## src/rtl/ffmtd_pkg.sv

```systemverilog
// Package of register map, field layout and constants for the free-fall/motion threshold block.
`default_nettype none
package ffmtd_pkg;
  // ----------------------------------------------------------------------
  // Register byte addresses.
  // ----------------------------------------------------------------------
  localparam logic [7:0] ADDR_COMMON = 8'h17;
  localparam logic [7:0] ADDR_X_HIGH = 8'h73;
  localparam logic [7:0] ADDR_X_LOW = 8'h74;
  localparam logic [7:0] ADDR_Y_HIGH = 8'h75;
  localparam logic [7:0] ADDR_Y_LOW = 8'h76;
  localparam logic [7:0] ADDR_Z_HIGH = 8'h77;
  localparam logic [7:0] ADDR_Z_LOW = 8'h78;
  localparam logic [7:0] ADDR_CONFIG = 8'h80;
  localparam logic [7:0] ADDR_COUNT = 8'h84;
  localparam logic [7:0] ADDR_STATUS = 8'h88;
  localparam logic [7:0] ADDR_MASK = 8'h8C;
  localparam logic [7:0] ADDR_STATE = 8'h90;
  // ----------------------------------------------------------------------
  // Field positions and reset values.
  // ----------------------------------------------------------------------
  localparam int THS_W = 13;
  localparam int COMMON_W = 7;
  localparam int HIGH_LSB = 6;
  localparam int CLEAR_MODE_BIT = 7;
  localparam int XYZ_EN_BIT = 7;
  localparam int SHARE_BIT = 7;
  localparam int CFG_FF_MOTION_BIT = 3;
  localparam int STATUS_W = 2;
  localparam int ST_EVENT_BIT = 0;
  localparam int ST_CONFLICT_BIT = 1;
  localparam logic [7:0] REG_RESET = 8'h00;
  // Common threshold weight expressed in output counts per full-scale range.
  localparam logic [12:0] COMMON_SCALE_2G = 13'h0102;
  localparam logic [12:0] COMMON_SCALE_4G = 13'h0081;
  localparam logic [12:0] COMMON_SCALE_8G = 13'h0040;
  localparam logic [31:0] UNMAPPED_DATA = 32'h0000_0000;
  typedef enum logic [1:0] {
    FFMTD_IDLE = 2'b00,
    FFMTD_COUNTING = 2'b01,
    FFMTD_EVENT = 2'b11
  } ffmtd_state_e;
endpackage : ffmtd_pkg
`default_nettype wire

```

## src/rtl/ffmtd_axis_cmp.sv

```systemverilog
// Per-axis magnitude comparison against one threshold.
`default_nettype none
module ffmtd_axis_cmp #(
  parameter int DATA_W = 14
) (
  input wire logic [DATA_W-1:0] sample,
  input wire logic [ffmtd_pkg::THS_W-1:0] threshold,
  output logic above,
  output logic below
);
  logic [DATA_W-1:0] magnitude;
  if (DATA_W < ffmtd_pkg::THS_W + 1) begin : g_width_check
    $error("DATA_W too narrow for a 13-bit threshold.");
  end
  always_comb begin
    magnitude = sample[DATA_W-1] ? DATA_W'(-sample) : sample;
    above = magnitude > DATA_W'(threshold);
    below = magnitude < DATA_W'(threshold);
  end
endmodule : ffmtd_axis_cmp
`default_nettype wire

```

## src/rtl/ffmtd_debounce.sv

```systemverilog
// Debounce counter with clear or decrement behaviour on a lapsed condition.
`default_nettype none
module ffmtd_debounce (
  input wire logic ref_clk,
  input wire logic sys_rst,
  input wire logic sample_tick,
  input wire logic condition,
  input wire logic clear_mode,
  input wire logic [7:0] count_limit,
  output logic [7:0] count,
  output logic reached
);
  logic [7:0] count_reg;
  logic [7:0] count_next;
  always_comb begin
    count_next = count_reg;
    if (sample_tick) begin
      if (condition) begin
        if (count_reg < count_limit) begin
          count_next = count_reg + 8'h01;
        end else begin
          count_next = count_limit;
        end
      end else if (clear_mode) begin
        count_next = 8'h00;
      end else if (count_reg != 8'h00) begin
        count_next = count_reg - 8'h01;
      end
    end
  end
  always_ff @(posedge ref_clk or posedge sys_rst) begin
    if (sys_rst) begin
      count_reg <= 8'h00;
    end else begin
      count_reg <= count_next;
    end
  end
  assign count = count_reg;
  assign reached = condition && (count_next == count_limit);
endmodule : ffmtd_debounce
`default_nettype wire

```

## src/rtl/ffmtd_top.sv

```systemverilog
// Top of the free-fall/motion threshold and debounce block with its Avalon-MM slave.
`default_nettype none
module ffmtd_top #(
  parameter int DATA_W = 14
) (
  input wire logic ref_clk,
  input wire logic sys_rst,
  input wire logic [7:0] avs_address,
  input wire logic avs_read,
  input wire logic avs_write,
  input wire logic [31:0] avs_writedata,
  input wire logic [3:0] avs_byteenable,
  output logic [31:0] avs_readdata,
  output logic avs_waitrequest,
  input wire logic sample_tick,
  input wire logic [DATA_W-1:0] accel_x,
  input wire logic [DATA_W-1:0] accel_y,
  input wire logic [DATA_W-1:0] accel_z,
  input wire logic [1:0] full_scale_range,
  output logic event_flag,
  output logic irq
);
  // ----------------------------------------------------------------------
  // Register state.
  // ----------------------------------------------------------------------
  logic [7:0] common_reg, common_next;
  logic [7:0] x_high_reg, x_high_next;
  logic [7:0] x_low_reg, x_low_next;
  logic [7:0] y_high_reg, y_high_next;
  logic [7:0] y_low_reg, y_low_next;
  logic [7:0] z_high_reg, z_high_next;
  logic [7:0] z_low_reg, z_low_next;
  logic [7:0] config_reg, config_next;
  logic [7:0] count_limit_reg, count_limit_next;
  logic [ffmtd_pkg::STATUS_W-1:0] status_reg, status_next;
  logic [ffmtd_pkg::STATUS_W-1:0] mask_reg, mask_next;
  logic [31:0] rdata_reg, rdata_next;
  logic wait_reg, wait_next;
  logic event_reg, event_next;
  logic irq_reg, irq_next;
  ffmtd_pkg::ffmtd_state_e state_reg, state_next;
  // ----------------------------------------------------------------------
  // Parameter check.
  // ----------------------------------------------------------------------
  if (DATA_W < ffmtd_pkg::THS_W + 1) begin : g_width_check
    $error("DATA_W too narrow for a 13-bit threshold.");
  end
  // ----------------------------------------------------------------------
  // Threshold selection.
  // ----------------------------------------------------------------------
  function automatic logic [ffmtd_pkg::THS_W-1:0] join_ths(input logic [7:0] high,
                                                          input logic [7:0] low);
    join_ths = {high[6:0], low[5:0]};
  endfunction : join_ths
  logic [ffmtd_pkg::THS_W-1:0] common_scale, common_ths;
  logic [ffmtd_pkg::THS_W-1:0] ths_x, ths_y, ths_z;
  logic xyz_en;
  always_comb begin
    unique case (full_scale_range)
      2'b00: common_scale = ffmtd_pkg::COMMON_SCALE_2G;
      2'b01: common_scale = ffmtd_pkg::COMMON_SCALE_4G;
      default: common_scale = ffmtd_pkg::COMMON_SCALE_8G;
    endcase
    common_ths = scale_ths(common_reg[ffmtd_pkg::COMMON_W-1:0], common_scale);
    xyz_en = x_high_reg[ffmtd_pkg::XYZ_EN_BIT];
    ths_x = xyz_en ? join_ths(x_high_reg, x_low_reg) : common_ths;
    ths_y = xyz_en ? join_ths(y_high_reg, y_low_reg) : common_ths;
    ths_z = xyz_en ? join_ths(z_high_reg, z_low_reg) : common_ths;
  end
  function automatic logic [ffmtd_pkg::THS_W-1:0] scale_ths(input logic [6:0] a,
                                                           input logic [12:0] b);
    logic [19:0] p;
    p = 20'(a) * 20'(b);
    scale_ths = (p > 20'h01FFF) ? 13'h1FFF : p[12:0];
  endfunction : scale_ths
  // ----------------------------------------------------------------------
  // Axis comparison and event condition.
  // ----------------------------------------------------------------------
  logic [2:0] above, below;
  logic [DATA_W-1:0] axis_data [3];
  logic [ffmtd_pkg::THS_W-1:0] axis_ths [3];
  assign axis_data[0] = accel_x;
  assign axis_data[1] = accel_y;
  assign axis_data[2] = accel_z;
  assign axis_ths[0] = ths_x;
  assign axis_ths[1] = ths_y;
  assign axis_ths[2] = ths_z;
  for (genvar i = 0; i < 3; i++) begin : g_axis
    ffmtd_axis_cmp #(.DATA_W(DATA_W)) u_cmp (
      .sample(axis_data[i]),
      .threshold(axis_ths[i]),
      .above(above[i]),
      .below(below[i])
    );
  end
  logic [2:0] axis_en;
  logic motion_mode, condition;
  always_comb begin
    axis_en = config_reg[2:0];
    motion_mode = config_reg[ffmtd_pkg::CFG_FF_MOTION_BIT];
    if (motion_mode) begin
      condition = |(above & axis_en);
    end else begin
      condition = (axis_en != 3'b000) && ((below | ~axis_en) == 3'b111);
    end
  end
  logic [7:0] db_count;
  logic db_reached;
  ffmtd_debounce u_db (
    .ref_clk(ref_clk),
    .sys_rst(sys_rst),
    .sample_tick(sample_tick),
    .condition(condition),
    .clear_mode(common_reg[ffmtd_pkg::CLEAR_MODE_BIT]),
    .count_limit(count_limit_reg),
    .count(db_count),
    .reached(db_reached)
  );
  // ----------------------------------------------------------------------
  // Event state machine and interrupt status.
  // ----------------------------------------------------------------------
  logic set_event, set_conflict;
  always_comb begin
    state_next = state_reg;
    set_event = 1'b0;
    if (sample_tick) begin
      unique case (state_reg)
        ffmtd_pkg::FFMTD_IDLE: begin
          if (db_reached) begin
            state_next = ffmtd_pkg::FFMTD_EVENT;
            set_event = 1'b1;
          end else if (condition) begin
            state_next = ffmtd_pkg::FFMTD_COUNTING;
          end
        end
        ffmtd_pkg::FFMTD_COUNTING: begin
          if (db_reached) begin
            state_next = ffmtd_pkg::FFMTD_EVENT;
            set_event = 1'b1;
          end else if (db_count == 8'h00 && !condition) begin
            state_next = ffmtd_pkg::FFMTD_IDLE;
          end
        end
        ffmtd_pkg::FFMTD_EVENT: begin
          if (!db_reached) begin
            state_next = condition ? ffmtd_pkg::FFMTD_COUNTING : ffmtd_pkg::FFMTD_IDLE;
          end
        end
        default: state_next = ffmtd_pkg::FFMTD_IDLE;
      endcase
    end
    event_next = (state_next == ffmtd_pkg::FFMTD_EVENT);
    set_conflict = xyz_en && y_high_reg[ffmtd_pkg::SHARE_BIT];
  end
  // ----------------------------------------------------------------------
  // Avalon-MM slave: one wait cycle, answer on the second edge.
  // ----------------------------------------------------------------------
  logic access, wr_hit, be0;
  logic [ffmtd_pkg::STATUS_W-1:0] w1c;
  always_comb begin
    access = (avs_read || avs_write) && wait_reg;
    wait_next = !access;
    be0 = avs_byteenable[0];
    wr_hit = access && avs_write && be0;
    common_next = common_reg;
    x_high_next = x_high_reg;
    x_low_next = x_low_reg;
    y_high_next = y_high_reg;
    y_low_next = y_low_reg;
    z_high_next = z_high_reg;
    z_low_next = z_low_reg;
    config_next = config_reg;
    count_limit_next = count_limit_reg;
    mask_next = mask_reg;
    w1c = '0;
    rdata_next = rdata_reg;
    if (wr_hit) begin
      unique case (avs_address)
        ffmtd_pkg::ADDR_COMMON: common_next = avs_writedata[7:0];
        ffmtd_pkg::ADDR_X_HIGH: x_high_next = avs_writedata[7:0];
        ffmtd_pkg::ADDR_X_LOW: x_low_next = avs_writedata[7:0];
        ffmtd_pkg::ADDR_Y_HIGH: y_high_next = avs_writedata[7:0];
        ffmtd_pkg::ADDR_Y_LOW: y_low_next = avs_writedata[7:0];
        ffmtd_pkg::ADDR_Z_HIGH: z_high_next = avs_writedata[7:0];
        ffmtd_pkg::ADDR_Z_LOW: z_low_next = avs_writedata[7:0];
        ffmtd_pkg::ADDR_CONFIG: config_next = avs_writedata[7:0];
        ffmtd_pkg::ADDR_COUNT: count_limit_next = avs_writedata[7:0];
        ffmtd_pkg::ADDR_STATUS: w1c = avs_writedata[ffmtd_pkg::STATUS_W-1:0];
        ffmtd_pkg::ADDR_MASK: mask_next = avs_writedata[ffmtd_pkg::STATUS_W-1:0];
        default: w1c = '0;
      endcase
    end
    if (access && avs_read) begin
      unique case (avs_address)
        ffmtd_pkg::ADDR_COMMON: rdata_next = {24'h000000, common_reg};
        ffmtd_pkg::ADDR_X_HIGH: rdata_next = {24'h000000, x_high_reg};
        ffmtd_pkg::ADDR_X_LOW: rdata_next = {24'h000000, x_low_reg};
        ffmtd_pkg::ADDR_Y_HIGH: rdata_next = {24'h000000, y_high_reg};
        ffmtd_pkg::ADDR_Y_LOW: rdata_next = {24'h000000, y_low_reg};
        ffmtd_pkg::ADDR_Z_HIGH: rdata_next = {24'h000000, z_high_reg};
        ffmtd_pkg::ADDR_Z_LOW: rdata_next = {24'h000000, z_low_reg};
        ffmtd_pkg::ADDR_CONFIG: rdata_next = {24'h000000, config_reg};
        ffmtd_pkg::ADDR_COUNT: rdata_next = {24'h000000, count_limit_reg};
        ffmtd_pkg::ADDR_STATUS: rdata_next = {30'h00000000, status_reg};
        ffmtd_pkg::ADDR_MASK: rdata_next = {30'h00000000, mask_reg};
        ffmtd_pkg::ADDR_STATE: rdata_next = {21'h000000, event_reg, state_reg, db_count};
        default: rdata_next = ffmtd_pkg::UNMAPPED_DATA;
      endcase
    end
    status_next = (status_reg & ~w1c);
    status_next[ffmtd_pkg::ST_EVENT_BIT] = status_next[ffmtd_pkg::ST_EVENT_BIT] | set_event;
    status_next[ffmtd_pkg::ST_CONFLICT_BIT] =
      status_next[ffmtd_pkg::ST_CONFLICT_BIT] | set_conflict;
    irq_next = |(status_next & mask_next);
  end
  always_ff @(posedge ref_clk or posedge sys_rst) begin
    if (sys_rst) begin
      common_reg <= ffmtd_pkg::REG_RESET;
      x_high_reg <= ffmtd_pkg::REG_RESET;
      x_low_reg <= ffmtd_pkg::REG_RESET;
      y_high_reg <= ffmtd_pkg::REG_RESET;
      y_low_reg <= ffmtd_pkg::REG_RESET;
      z_high_reg <= ffmtd_pkg::REG_RESET;
      z_low_reg <= ffmtd_pkg::REG_RESET;
      config_reg <= ffmtd_pkg::REG_RESET;
      count_limit_reg <= ffmtd_pkg::REG_RESET;
      status_reg <= '0;
      mask_reg <= '0;
      rdata_reg <= 32'h0000_0000;
      wait_reg <= 1'b1;
      event_reg <= 1'b0;
      irq_reg <= 1'b0;
      state_reg <= ffmtd_pkg::FFMTD_IDLE;
    end else begin
      common_reg <= common_next;
      x_high_reg <= x_high_next;
      x_low_reg <= x_low_next;
      y_high_reg <= y_high_next;
      y_low_reg <= y_low_next;
      z_high_reg <= z_high_next;
      z_low_reg <= z_low_next;
      config_reg <= config_next;
      count_limit_reg <= count_limit_next;
      status_reg <= status_next;
      mask_reg <= mask_next;
      rdata_reg <= rdata_next;
      wait_reg <= wait_next;
      event_reg <= event_next;
      irq_reg <= irq_next;
      state_reg <= state_next;
    end
  end
  assign avs_readdata = rdata_reg;
  assign avs_waitrequest = wait_reg;
  assign event_flag = event_reg;
  assign irq = irq_reg;
endmodule : ffmtd_top
`default_nettype wire

```

## config.mk

```make
export PLATFORM = sky130hd
export DESIGN_NAME = ffmtd_top
export DESIGN_NICKNAME = d
export VERILOG_FILES = /design/src/rtl/ffmtd_pkg.sv /design/src/rtl/ffmtd_axis_cmp.sv /design/src/rtl/ffmtd_debounce.sv /design/src/rtl/ffmtd_top.sv
export SDC_FILE = /design/constraint.sdc
export NUM_CORES = 1
export LEC_CHECK = 0
export BUFFER_PORTS_ARGS = -buffer_cell sky130_fd_sc_hd__buf_2
export CAP_MARGIN = 10
export CORE_ASPECT_RATIO = 0.6
export CORE_MARGIN = 3
export CORE_UTILIZATION = 40
export DETAILED_ROUTE_END_ITERATION = 6
export GPL_TIMING_DRIVEN = 0
export PLACE_DENSITY = 0.67
export SLEW_MARGIN = 20
export SYNTH_ARGS = -nofsm -noshare
export SYNTH_HDL_FRONTEND = slang
export SYNTH_SLANG_ARGS = --single-unit
```

## constraint.sdc

```tcl
create_clock -name ref_clk -period 7.3 [get_ports ref_clk]
set_input_delay 0 -clock ref_clk [delete_from_list [all_inputs] [get_ports ref_clk]]
set_output_delay 0 -clock ref_clk [all_outputs]
set_load 0.01 [all_outputs]
```

After elaboration in Yosys (flattened, before gate mapping):

Index checks and enable logic that the tools add are counted.

* equal/unequal tests: 18
* order comparisons: 8
* reductions and logical operators: 28
* muxes and demuxes: 30
* multiply operators: 1
* add/sub/neg operators: 5
* bitwise logic cells: 8

Operators with widths (number)
* $pmux W11 S12: 1
* $mux W13: 4
* $eq A8 B7 Y1 const B: 6
* $gt A14 B13 Y1: 3
* $lt A14 B13 Y1: 3
* $mux W14: 3
* $neg A14 Y14: 3
* $eq A8 B8 Y1 const B: 5
* $mux W8: 5
* $gt A20 B13 Y1 const B: 1
* $mul A7 B13 Y20: 1
* $mux W2: 10
* $pmux W9 S2: 1
* $reduce_and A2 Y1: 9
* $add A8 B1 Y8 const B: 1
* $eq A8 B5 Y1 const B: 1
* $eq A8 B8 Y1: 1
* $logic_and A1 B1 Y1: 8
* $logic_not A8 Y1: 1
* $lt A8 B8 Y1: 1
* $reduce_bool A8 Y1: 1
* $sub A8 B1 Y8 const B: 1
* $pmux W2 S3: 1
* $mux W1: 5
* other kinds (15): 22

* bits of input ports: 93
* output and inout bits: 35
* word-level logic and storage cells: 115
* register bits: 121

Longest topological paths before layout:

Gate-level depths: netlist of the first run.

* depth in word-level cells: 21
* depth in mapped cells: 31
* gate-level depth less buffers: 29

Hierarchy:

From an unflattened synthesis of the first run, not the netlist that was laid out.

* cell total of the unflattened synthesis: 1035
* area total of the unflattened synthesis: 9406.5 µm²

By module, submodules not included
* ffmtd_top: area an instance 6331.1 µm², seq. area each 2303.5 µm², times used 1, cells an instance 619
* ffmtd_debounce: area an instance 1229.9 µm², seq. area each 200.2 µm², times used 1, cells an instance 162
* ffmtd_axis_cmp (g_axis[1].u_cmp ...): area an instance 611.8 µm², seq. area each 0.0 µm², times used 2, cells an instance 82
* ffmtd_axis_cmp (g_axis[0].u_cmp): area an instance 621.8 µm², seq. area each 0.0 µm², times used 1, cells an instance 90

Worst setup path before layout of the first run:

Ideal clock, no wire load.

* path kind: register to register
* from: reg common_reg[6]
* to: reg irq_reg, in the netlist irq
* buffers on the path: 1
* stages on the path, launching flop included: 27
* arrival time: 6.318 ns
* period minus slack after synthesis: 6.422 ns
* setup time: 0.103 ns
* required time: 7.197 ns
* setup slack: 0.878 ns
* path through: dfrtp_1 > and2_1 > ha_1 > fa_1 > ha_1 > ha_1 > ha_1 > a21oi_1 > o21bai_1 > a21oi_1 > o21ai_0 > a21oi_1 > mux2i_1 > a41oi_1 > clkbuf_1 > o22ai_1 > ha_1 > nand3_1 > or3_2 > a31o_2 > a41oi_2 > nor4b_1 > or4_1 > o22ai_2 > mux2i_1 > o211ai_2 > o41ai_2

* longest elaborated chain between the ends: 19
* elaborated cells between the ends (all ways): 28
* those cells by class: mul: 1; order compare: 7; eq/ne: 2; mux: 10; bitwise: 4; reduce/logical: 4

Ends and longest elaborated chain
* start: declaration: RTL line ffmtd_top.sv:26 `logic [7:0] common_reg, common_next;`
* start signal: assignment: RTL line ffmtd_top.sv:218 `common_reg <= ffmtd_pkg::REG_RESET;`
* start signal: assignment: RTL line ffmtd_top.sv:235 `common_reg <= common_next;`
* $mul A7 B13 Y20 (*): RTL line ffmtd_top.sv:73 `p = 20'(a) * 20'(b);`
* $gt A20 B13 Y1: RTL line ffmtd_top.sv:74 `scale_ths = (p > 20'h01FFF) ? 13'h1FFF : p[12:0];`
* $mux W13 (*): RTL line ffmtd_top.sv:74
* $mux W13 (on tied branches): RTL line ffmtd_top.sv:66, ffmtd_top.sv:67, ffmtd_top.sv:68
* $lt A14 B13 Y1: RTL line ffmtd_axis_cmp.sv:18 `below = magnitude < DATA_W'(threshold);`
* $or A3 B3 Y3: RTL line ffmtd_top.sv:104 `condition = (axis_en != 3'b000) && ((below | ~axis_en) == 3'b111);`
* $eq A3 B3 Y1: RTL line ffmtd_top.sv:104
* $logic_and A1 B1 Y1: RTL line ffmtd_top.sv:104
* [4 not listed]
* $logic_and A1 B1 Y1 (*): RTL line ffmtd_debounce.sv:39 `assign reached = condition && (count_next == count_limit);`
* $mux W1 (*): RTL line ffmtd_top.sv:129, ffmtd_top.sv:137
* $mux W1 (*)
* $mux W1 (*): RTL line ffmtd_top.sv:126 `if (sample_tick) begin`
* $or A1 B1 Y1 (*): RTL line ffmtd_top.sv:211 `status_next[ffmtd_pkg::ST_EVENT_BIT] = status_next[ffmtd_pkg::ST_EVENT_BIT] | set_event;`
* $and A2 B2 Y2 (*): RTL line ffmtd_top.sv:214 `irq_next = |(status_next & mask_next);`
* $reduce_or A2 Y1 (*): RTL line ffmtd_top.sv:214
* via irq_next: RTL line ffmtd_top.sv:40 `logic irq_reg, irq_next;`
* end signal: assignment: RTL line ffmtd_top.sv:249 `irq_reg <= irq_next;`
* end: declaration: RTL line ffmtd_top.sv:40

Mark *: on every way through the listed nets, which the timed path passes. The rest lies on a longest branch.
A chain may end at the register's enable or synchronous reset.

Final worst setup path of the first run:

* from: reg common_reg[6]
* to: reg status_reg[0] (netlist name)

* longest elaborated chain between the ends: 17
* elaborated cells between the ends (all ways): 26
* those cells by class: mul: 1; order compare: 7; eq/ne: 2; mux: 10; bitwise: 3; reduce/logical: 3

Ends and longest elaborated chain
* $mul A7 B13 Y20 (*): RTL line ffmtd_top.sv:73
* $gt A20 B13 Y1: RTL line ffmtd_top.sv:74
* $mux W13 (*): RTL line ffmtd_top.sv:74
* $mux W13 (on tied branches): RTL line ffmtd_top.sv:66, ffmtd_top.sv:67, ffmtd_top.sv:68
* $lt A14 B13 Y1: RTL line ffmtd_axis_cmp.sv:18
* $or A3 B3 Y3: RTL line ffmtd_top.sv:104
* $eq A3 B3 Y1: RTL line ffmtd_top.sv:104
* $logic_and A1 B1 Y1: RTL line ffmtd_top.sv:104
* [2 not listed]
* $mux W8: RTL line ffmtd_debounce.sv:17 `if (sample_tick) begin`
* $eq A8 B8 Y1: RTL line ffmtd_debounce.sv:39
* $logic_and A1 B1 Y1 (*): RTL line ffmtd_debounce.sv:39
* $mux W1 (*): RTL line ffmtd_top.sv:129, ffmtd_top.sv:137
* $mux W1 (*)
* $mux W1 (*): RTL line ffmtd_top.sv:126
* $or A1 B1 Y1 (*): RTL line ffmtd_top.sv:211
* via status_next (one bit): RTL line ffmtd_top.sv:35 `logic [ffmtd_pkg::STATUS_W-1:0] status_reg, status_next;`
* end signal: assignment: RTL line ffmtd_top.sv:244 `status_reg <= status_next;`
* end: declaration: RTL line ffmtd_top.sv:35

Marked as above.

==> impl_metrics.ini, run 1 <==
[status]
status = completed

[final_layout]
final_cell_mix = ha_1, dfrtp_1, nand2_1
largest_reg_flops = 11
diodes = 0
fillers = 1971
fin_nets = 1198
drive_above_1_share_pct = 24.80
utilization_pct = 48.39
area_delta_synth_final_pct = 16.08

[routing]
drcViolationCount = 0
dr.pass1.iters = 7
wirelength_um = 24800
vias_per_cell = 5.760
drtIter0Drc = 627
wl_per_cell_um = 19.42
ant_nets = 0
vias = 7355

[setup_path]
cp-end-kind = flop
startpoint_type = flop
cp_data_arrival_time_ns = 7.26
path_class = reg -> reg
crit_fanout = 7
required_ns = 7.54

[floorplan]
dieArea_um2 = 23130
rows = 40
start_util_pct = 41.69
pin_count = 128
fp.dieH_um = 119.0
core-area_um2 = 20420
die_w_um = 194.3

[clock_tree]
cts-root-buf = clkbuf_16
cts-buffers-inserted = 9
cts_sinks = 100
clkTransAtPathRegs_ns = 0.07
cts_tree = built
clockBufferDepth = 2
insertion_delay_ns = 0.35
ctsHtreeMaxLevel = 3

[pwr]
p_per_area_nw_per_um2 = 175.0
ir_drop_v = 0.0001140
p_leak_nw = 4.739
totalPowerFinal_mw = 1.730

[place]
gp_congestion = 1.049
hpwl_um = 19960
preCtsSetupSlack_ns = -0.5958
io_buffer_count = 75

[yosys]
synth_area_um2 = 8513
avgSynthCellArea_um2 = 9.609
synthFlopType = dfrtp_1
yosysWarnings = 0
synth_cells = 886
synth-edff-count = 0
synth_cell_types = 83
synth_seq_cells = 100
async_reset_ff_share_pct = 100.0
seq_area_frac_synth_pct = 29.41

[global_routing]
grt_max_degree = 58
grt_pass1_wl_um = 39180
grt_pass1_vias = 6998
grt_usage_pct = 21.28
antenna_found_initial = 1
gr-total-overflow = 0

[sta]
period_share_pct = 96.10
max_slew_margin_pct = 37.03
slew_violations = 0
fmax_ghz = 0.1425
final.min_clock_period_ns = 7.016
worst_pin_slew_ns = 0.9367
whs_ns = 0.03330
hold_viol = 0
setup-violations-final = 0
fin_skew_ns = 0.007500
worst_slack_ns = 0.2844

[job]
max_cap_violations = 0

[worst_hold_path]
hp-class = in -> reg
-- cell families after synthesis --
family,synth area share (%)
flip-flops,29.41
adder cells (fa/ha/maj),16.20
AO/OA/AOI/OAI,16.64
other,0.04405
buffers and inverters,5.261
multiplexers,13.29
AND/OR/NAND/NOR,13.71
XOR/XNOR,5.453
-- path summary, 6_finish.rpt --
check	start	endpoint	slack, ns	cells past startpoint
max	common_reg[6]	status_reg[0]	0.28	26
min	avs_writedata[1]	status_reg[1]	0.03	3
max reg2reg	common_reg[6]	status_reg[0]	0.28	26
min reg2reg	avs_readdata[10]	avs_readdata[10]	0.47	2
max in group asynchronous	sys_rst	avs_waitrequest	6.40	4
min in group asynchronous	sys_rst	u_db.count[4]	0.21	3
-- cell type report --
| type | instances | area (um2) | area share (%) |
|---|---|---|---|
| tap | 273 | 341.6 | 3.457 |
| sequential | 100 | 2504 | 25.34 |
| inverter | 37 | 143.9 | 1.456 |
| clock inverter | 7 | 96.34 | 0.9749 |
| timing repair buffer | 82 | 455.4 | 4.609 |
| buffer | 56 | 324.1 | 3.279 |
| multi-input combinational | 713 | 5792 | 58.61 |
| clock buffer | 9 | 225.2 | 2.279 |
-- timing repair --
action	in CTS	in global routing
pin swaps	0	6
gates cloned	0	0
buffers inserted	0	1
hold buffers	4	0
gates resized for setup	6	28
endpoints found under the setup margin	11	9
hold endpoints to repair	45	0
-- layer usage --
layer	wire length (um)	global-route usage [%]
met1	12140	32.88
met2	9870	29.04
met3	2496	6.927
met4	285	3.362
met5	8	0
-- metrics by stage --
stage / cells / area [um2] / TNS (ns)
after floorplan: 906 / 8588 / 0
after global placement: 1254 / 9305 / -3.456
after detailed placement: 1256 / 9371 / -3.377
after CTS: 1276 / 9759 / 0
after global routing: 1277 / 9882 / -0.05568
final: 1277 / 9882 / 0
-- critical path, stage by stage, from the launching register on --
cell	delay, ns
dfrtp_1	0.44
and2_1	0.17
ha_1	0.26
fa_1	0.41
ha_1	0.31
fa_1	0.48
ha_1	0.35
inv_1	0.05
o21bai_1	0.17
a21oi_2	0.09
o21ai_1	0.24
a21oi_2	0.09
mux2i_1	0.14
a41oi_2	0.34
buf_6	0.19
o22ai_1	0.09
ha_1	0.37
nand3_1	0.08
or3_2	0.51
a31o_2	0.26
a41oi_4	0.26
nor4b_4	0.11
or4_1	0.54
o22ai_2	0.17
mux2i_1	0.23
o211ai_2	0.22
o31ai_1	0.33
-- Yosys cell counts (3+ instances only) --
cell type  instances  area [um2]
dfrtp_1           99        2477
ha_1              99        1239
nand2_1           78       292.8
mux2_2            74       833.3
o21ai_0           55       275.3
xnor2_1           49       429.2
nor2_1            39       146.4
inv_1             37       138.9
a21oi_1           30       150.1
clkbuf_1          29       108.9
o22ai_1           27       168.9
nand3_1           25       125.1
buf_4             21       157.7
and2_1            15       93.84
mux2i_1           14       140.1
o31ai_1           13       97.59
a22oi_1           10       75.07
nor2b_1            9       56.30
nor3_1             9       45.04
a22o_1             7       61.31
a31oi_1            7       43.79
fa_1               7       140.1
mux4_2             7       157.7
nor4_1             7       43.79
or4_1              7       52.55
a21o_1             6       45.04
a222oi_1           6       60.06
nand4_1            6       37.54
o41ai_1            6       52.55
nand2b_1           5       31.28
o211a_1            5       50.05
o21bai_1           5       37.54
or3_1              5       31.28
and3_1             4       25.02
xor2_1             4       35.03
nand3b_1           3       22.52
o22a_1             3       26.28
or2_2              3       18.77
-- power breakdown --
part | switching [mW] | internal [mW]
clock network | 0.217 | 0.303
registers | 0.0467 | 0.586
logic | 0.339 | 0.238
total | 0.603 | 1.13
(Power assumes the default switching activity.)
==> run 2: changes to the inputs <==
Settings changed: GPL_TIMING_DRIVEN 0 to not set, MAX_ROUTING_LAYER set to met4, SYNTH_HIERARCHICAL set to 1.
==> run 2 against run 1 <==
  * The run now ends with setup timing left
  * Flip-flop and latch count is the same
  * Worst hold slack improved by 0.038 ns
  * Via count grew 17%
  * First-iteration DRC count grew 54%
  * Critical endpoint is now event_flag
  * Clock power fell by 6.9%
  * Area after synthesis grew 10%
  * Maximum frequency is 11% lower
  * Setup slack got worse by 0.91 ns
  * Largest power group unchanged
  * Clock-buffer cell count stayed put
  * Final area grew 18%
  * Register-to-register slack lost 0.91 ns
  * Largest cell class unchanged
==> impl_metrics.ini, run 2 <==
[routing]
wl_met1_um = 15420
wl_met2_um = 12020
wirelength_um = 30570
ant_nets = 0
wl_per_cell_um = 20.43
vias_per_cell = 5.774
vias = 8638
drcViolationCount = 0
highest_layer = met4
drtIter0Drc = 963
wl_met3_um = 2775
dr.pass1.iters = 5

[sta]
max_slew_margin_pct = 34.29
final.min_clock_period_ns = 7.926
hold_viol = 0
period_share_pct = 108.6
fin_skew_ns = 0.01186
worst_slack_ns = -0.6258
setup-violations-final = 5
fmax_ghz = 0.1262
worst_pin_slew_ns = 0.9836
rsz0062_at_grt = true
whs_ns = 0.07127
slew_violations = 0

[global_routing]
grt_max_degree = 51
gr-total-overflow = 0
grt_usage_pct = 24.10
grt_pass1_wl_um = 47420
grt_pass1_vias = 8300
antenna_found_initial = 3

[floorplan]
core-area_um2 = 22540
fp.dieH_um = 124.8
die_w_um = 204.0
rows = 42
dieArea_um2 = 25450
pin_count = 128
start_util_pct = 41.72

[clock_tree]
clockBufferDepth = 2
insertion_delay_ns = 0.36
clkTransAtPathRegs_ns = 0.08
cts_tree = built
cts-buffers-inserted = 9
ctsHtreeMaxLevel = 3
cts-root-buf = clkbuf_16
cts_sinks = 100

[status]
status = finished with violations
violations = setup timing

[setup_path]
cpPeakStageDelay_ns = 0.57
cp_num_buf_inv = 7
cp-end-kind = flop
path_class = reg -> reg
cp_data_arrival_time_ns = 8.22
required_ns = 7.59
crit_fanout = 8
reg2reg_slack_ns = -0.63
slowest_stage = fa_1
cp_top_family = compound AO/OA/AOI/OAI gates
startpoint_type = flop

[final_layout]
fin_nets = 1378
drive_above_1_share_pct = 32.26
fin_area_um2 = 11610
largest_reg_flops = 11
final_cell_mix = dfrtp_1, buf_4, ha_1, buf_2, inv_1
final_common_cell = dfrtp_1
fillers = 2086
area_delta_synth_final_pct = 23.45

[pwr]
totalPowerFinal_mw = 1.795
ir_drop_v = 0.0001302
p_leak_nw = 5.373
p_per_area_nw_per_um2 = 154.6

[job]
max_cap_violations = 0

[yosys]
synth_seq_cells = 100
yosysWarnings = 6
synth_area_leaders = dfrtp_1, ha_1, mux2_2, a21oi_1, xnor2_1
synth_cells = 1035
seq_area_frac_synth_pct = 26.62
avgSynthCellArea_um2 = 9.088
synth_common_cells = dfrtp_1, ha_1, inv_1, mux2_2, a21oi_1
synth_top_area_cell = dfrtp_1
synthFlopType = dfrtp_1
synth_cell_types = 87
synth_top_area_share_pct = 26.34
synth-edff-count = 0
synth_area_um2 = 9407
async_reset_ff_share_pct = 100.0

[place]
gp_congestion = 1.059
hpwl_um = 24300
placed_area_um2 = 10680
io_buffer_count = 79

[worst_hold_path]
hp-class = in -> reg
==> run 2: cell types whose count changed after synthesis, sizes merged, moves of 5 or more <==
cell / delta
nor2b: +38
a21oi: +39
xor2: +7
a211oi: +7
buf: +12
o211a: -5
and2: +13
inv: +42
o22ai: -23
nor3: +10
nand2: -11
and3: +7
a221o: +5
xnor2: -10
==> run 2: logic make-up (layout without fill, tap and decap cells) <==
family | count (synthesis) | count (layout) | share of synthesized area (%)
flip-flops | 100 | 100 | 26.62
AO/OA/AOI/OAI | 254 | 254 | 18.65
adder cells (fa/ha/maj) | 106 | 106 | 14.66
multiplexers | 91 | 91 | 11.11
other | 1 | 25 | 0.03987
XOR/XNOR | 50 | 50 | 4.655
AND/OR/NAND/NOR | 289 | 289 | 17.15
buffers and inverters | 144 | 273 | 7.129
==> run 2: final cells by class <==
class                   instances  area [um2]  share of cell area (%)
flip-flops and latches        100        2505                   21.57
clock inverters                 7       85.08                  0.7327
multi-input cells             811        6878                   59.23
repair buffers                178        1226                   10.56
well taps                     308       385.4                   3.319
diodes                          4       10.01                 0.08620
clock buffers                   9       225.2                   1.939
inverters                      79       297.8                   2.564
==> run 2: report_power, final <==
part / switching (mW) / leakage [nW] / internal [mW]
registers: 0.0946 / 1.37 / 0.580
logic: 0.371 / 3.86 / 0.267
clock network: 0.239 / 0.146 / 0.244
==> run 2: worst paths after layout <==
kind | from | end | depth (start not counted)
max | common_reg[5] | event_flag | 38
min | avs_writedata[7] | x_high_reg[7] | 2
max reg2reg | common_reg[5] | event_flag | 38
min reg2reg | avs_readdata[4] | avs_readdata[4] | 1
max in group asynchronous | sys_rst | common_reg[5] | 4
min in group asynchronous | sys_rst | u_db/count[3] | 3
==> run 2: per-layer routing <==
layer | track usage [%] | vias up
li1 | - | 4050
met1 | 37.11 | 4218
met5 | - | -
met4 | 4.123 | 0
met2 | 30.87 | 342
met3 | 7.156 | 28
==> run 2: per-stage QoR <==
stage | setup TNS (ns) | std cells | worst slack, ns | util [%]
2_1_floorplan | -0.03294 | 1055 | -0.03294 | -
6_report | -2.646 | 1496 | -0.6258 | 51.51
5_1_grt | -4.068 | 1495 | -0.9254 | 51.50
4_1_cts | -2.214 | 1479 | -0.5313 | 49.84
3_3_place_gp | -1.846 | 1455 | -0.4933 | 47.35
3_5_place_dp | -3.239 | 1455 | -0.7395 | 47.35
==> run 2: timing repair <==
item / in CTS / in global routing
hold endpoints to repair: 51 / 0
hold buffers: 3 / 0
gates resized for setup: 27 / 38
pin swaps: 12 / 26
endpoints found under the setup margin: 5 / 12
gates cloned: 1 / 2
buffers inserted: 4 / 12
==> run 3: changes to the inputs <==
Settings changed: PLACE_DENSITY 0.67 to not set, REMOVE_ABC_BUFFERS set to 1.
==> run 3 against run 2 <==
  * Total power decreased by 3.1%
  * Maximum frequency fell by 0.92%
  * Die area unchanged
  * The run still ends with setup timing left
  * Flip-flop and latch count stayed put
  * Largest cell class unchanged
  * Global-route usage up 0.62 points
  * First-iteration DRC count rose by 5.1%
  * Via count fell by 0.25%
  * Routed wire length hardly changed
==> impl_metrics.ini, run 3 (synthesized netlist as in run 2, its figures left out) <==
[final_layout]
fin_area_um2 = 11430
fillers = 2086
drive_above_1_share_pct = 30.41
final_common_cell = dfrtp_1
fin_nets = 1382
largest_reg_flops = 11
area_delta_synth_final_pct = 21.47
final_cell_mix = dfrtp_1, buf_4, ha_1

[worst_hold_path]
hp-class = in -> reg
hold_depth = 2
worstHoldEndpoint = config_reg[7]
hp-start = avs_writedata[7]

[setup_path]
r2r-start = common_reg[6]
reg2regPathDepth = 36
reg2reg_slack_ns = -0.70
startpoint_type = flop
cpPeakStageDelay_ns = 0.54
critPathMostFrequentCell = buf_4
r2r-end = event_flag
required_ns = 7.58
path_class = reg -> reg
slowest_stage = fa_1
cp-end-kind = flop
cp_top_family = compound AO/OA/AOI/OAI gates
cp_data_arrival_time_ns = 8.28
crit_fanout = 8
cp_num_buf_inv = 6

[clock_tree]
ctsHtreeMaxLevel = 3
cts-root-buf = clkbuf_16
clkTransAtPathRegs_ns = 0.07
cts_tree = built
clockBufferDepth = 2
insertion_delay_ns = 0.35
cts_sinks = 100
cts-buffers-inserted = 9

[sta]
max_slew_margin_pct = 24.64
rsz0062_at_grt = true
period_share_pct = 109.6
worst_slack_ns = -0.6991
fin_tns_setup_ns = -2.984
hold_viol = 0
whs_ns = 0.03676
fin_skew_ns = 0.01149
setup-violations-final = 5
fmax_ghz = 0.1250
final.min_clock_period_ns = 7.999
worst_pin_slew_ns = 1.122
slew_violations = 0

[global_routing]
grt_max_degree = 77
grt_pass1_wl_um = 48290
grt_usage_pct = 24.72
grt_pass1_vias = 8336
antenna_found_initial = 0
gr-total-overflow = 0

[floorplan]
die_w_um = 204.0
core-area_um2 = 22540
rows = 42
dieArea_um2 = 25450
fp.dieH_um = 124.8
start_util_pct = 41.72
pin_count = 128

[status]
status = finished with violations
violations = setup timing

[place]
hpwl_um = 24220
gp_congestion = 1.024
placed_area_um2 = 10560
io_buffer_count = 79

[routing]
vias = 8616
vias_per_cell = 5.759
wl_per_cell_um = 20.41
drtIter0Drc = 1012
dr.pass1.iters = 6
ant_nets = 0
wirelength_um = 30540
drcViolationCount = 0

[pwr]
ir_drop_v = 0.0001157
p_leak_nw = 5.337
p_per_area_nw_per_um2 = 152.3

[job]
max_cap_violations = 0
==> run 3: area by class of cell <==
| type | instances | area (um2) | area share [%] |
|---|---|---|---|
| clock buffer | 11 | 242.7 | 2.124 |
| multi-input combinational | 811 | 6736 | 58.96 |
| tap | 308 | 385.4 | 3.373 |
| clock inverter | 4 | 32.53 | 0.2847 |
| antenna | 1 | 2.502 | 0.02190 |
| sequential | 100 | 2504 | 21.91 |
| inverter | 79 | 297.8 | 2.606 |
| timing repair buffer | 182 | 1225 | 10.72 |
==> run 3: report_power, final <==
group	total (mW)	internal, mW	switching, mW
combinational	0.610	0.254	0.357
sequential	0.672	0.580	0.0924
clock	0.458	0.242	0.216
==> run 3: worst max-delay path by stage <==
stage | from | slack, ns | to | cells past startpoint
finish | common_reg[6] | -0.70 | event_flag | 36
global route | common_reg[6] | -1.08 | event_flag | 37
CTS | common_reg[5] | -0.58 | event_flag | 39
detailed placement | common_reg[6] | -1.05 | event_flag | 36
global placement | common_reg[6] | -0.88 | event_flag | 35
floorplan | common_reg[6] | -2.16 | event_flag | 30
==> run 3: routing by layer <==
layer	global-route usage, %	share of wire, %	routed length (um)	vias up
met2	29.98	36	11070	394
met3	9.898	12	3762	27
li1	-	-	-	4043
met4	2.951	0.81	246	0
met5	-	0	0	-
met1	38.35	51	15460	4152
==> run 3: repair_timing <==
item	CTS	global route
gates resized for setup	38	31
pin swaps	34	22
gates cloned	2	0
endpoints found under the hold margin	25	0
setup buffers	11	3
setup endpoints to repair	6	10
hold buffers	3	0
==> run 3: metrics by stage <==
| step | setup slack, ns | cells | power (mW) | util [%] |
|---|---|---|---|---|
| 5_1_grt | -1.081 | 1495 | 1.829 | 50.67 |
| 3_3_place_gp | -0.8812 | 1462 | 1.231 | 46.83 |
| 2_1_floorplan | -2.155 | 990 | 0.9982 | - |
| 4_1_cts | -0.5810 | 1493 | 1.709 | 49.66 |
| 3_5_place_dp | -1.054 | 1462 | 1.234 | 46.83 |
| 6_report | -0.6991 | 1496 | 1.741 | 50.68 |
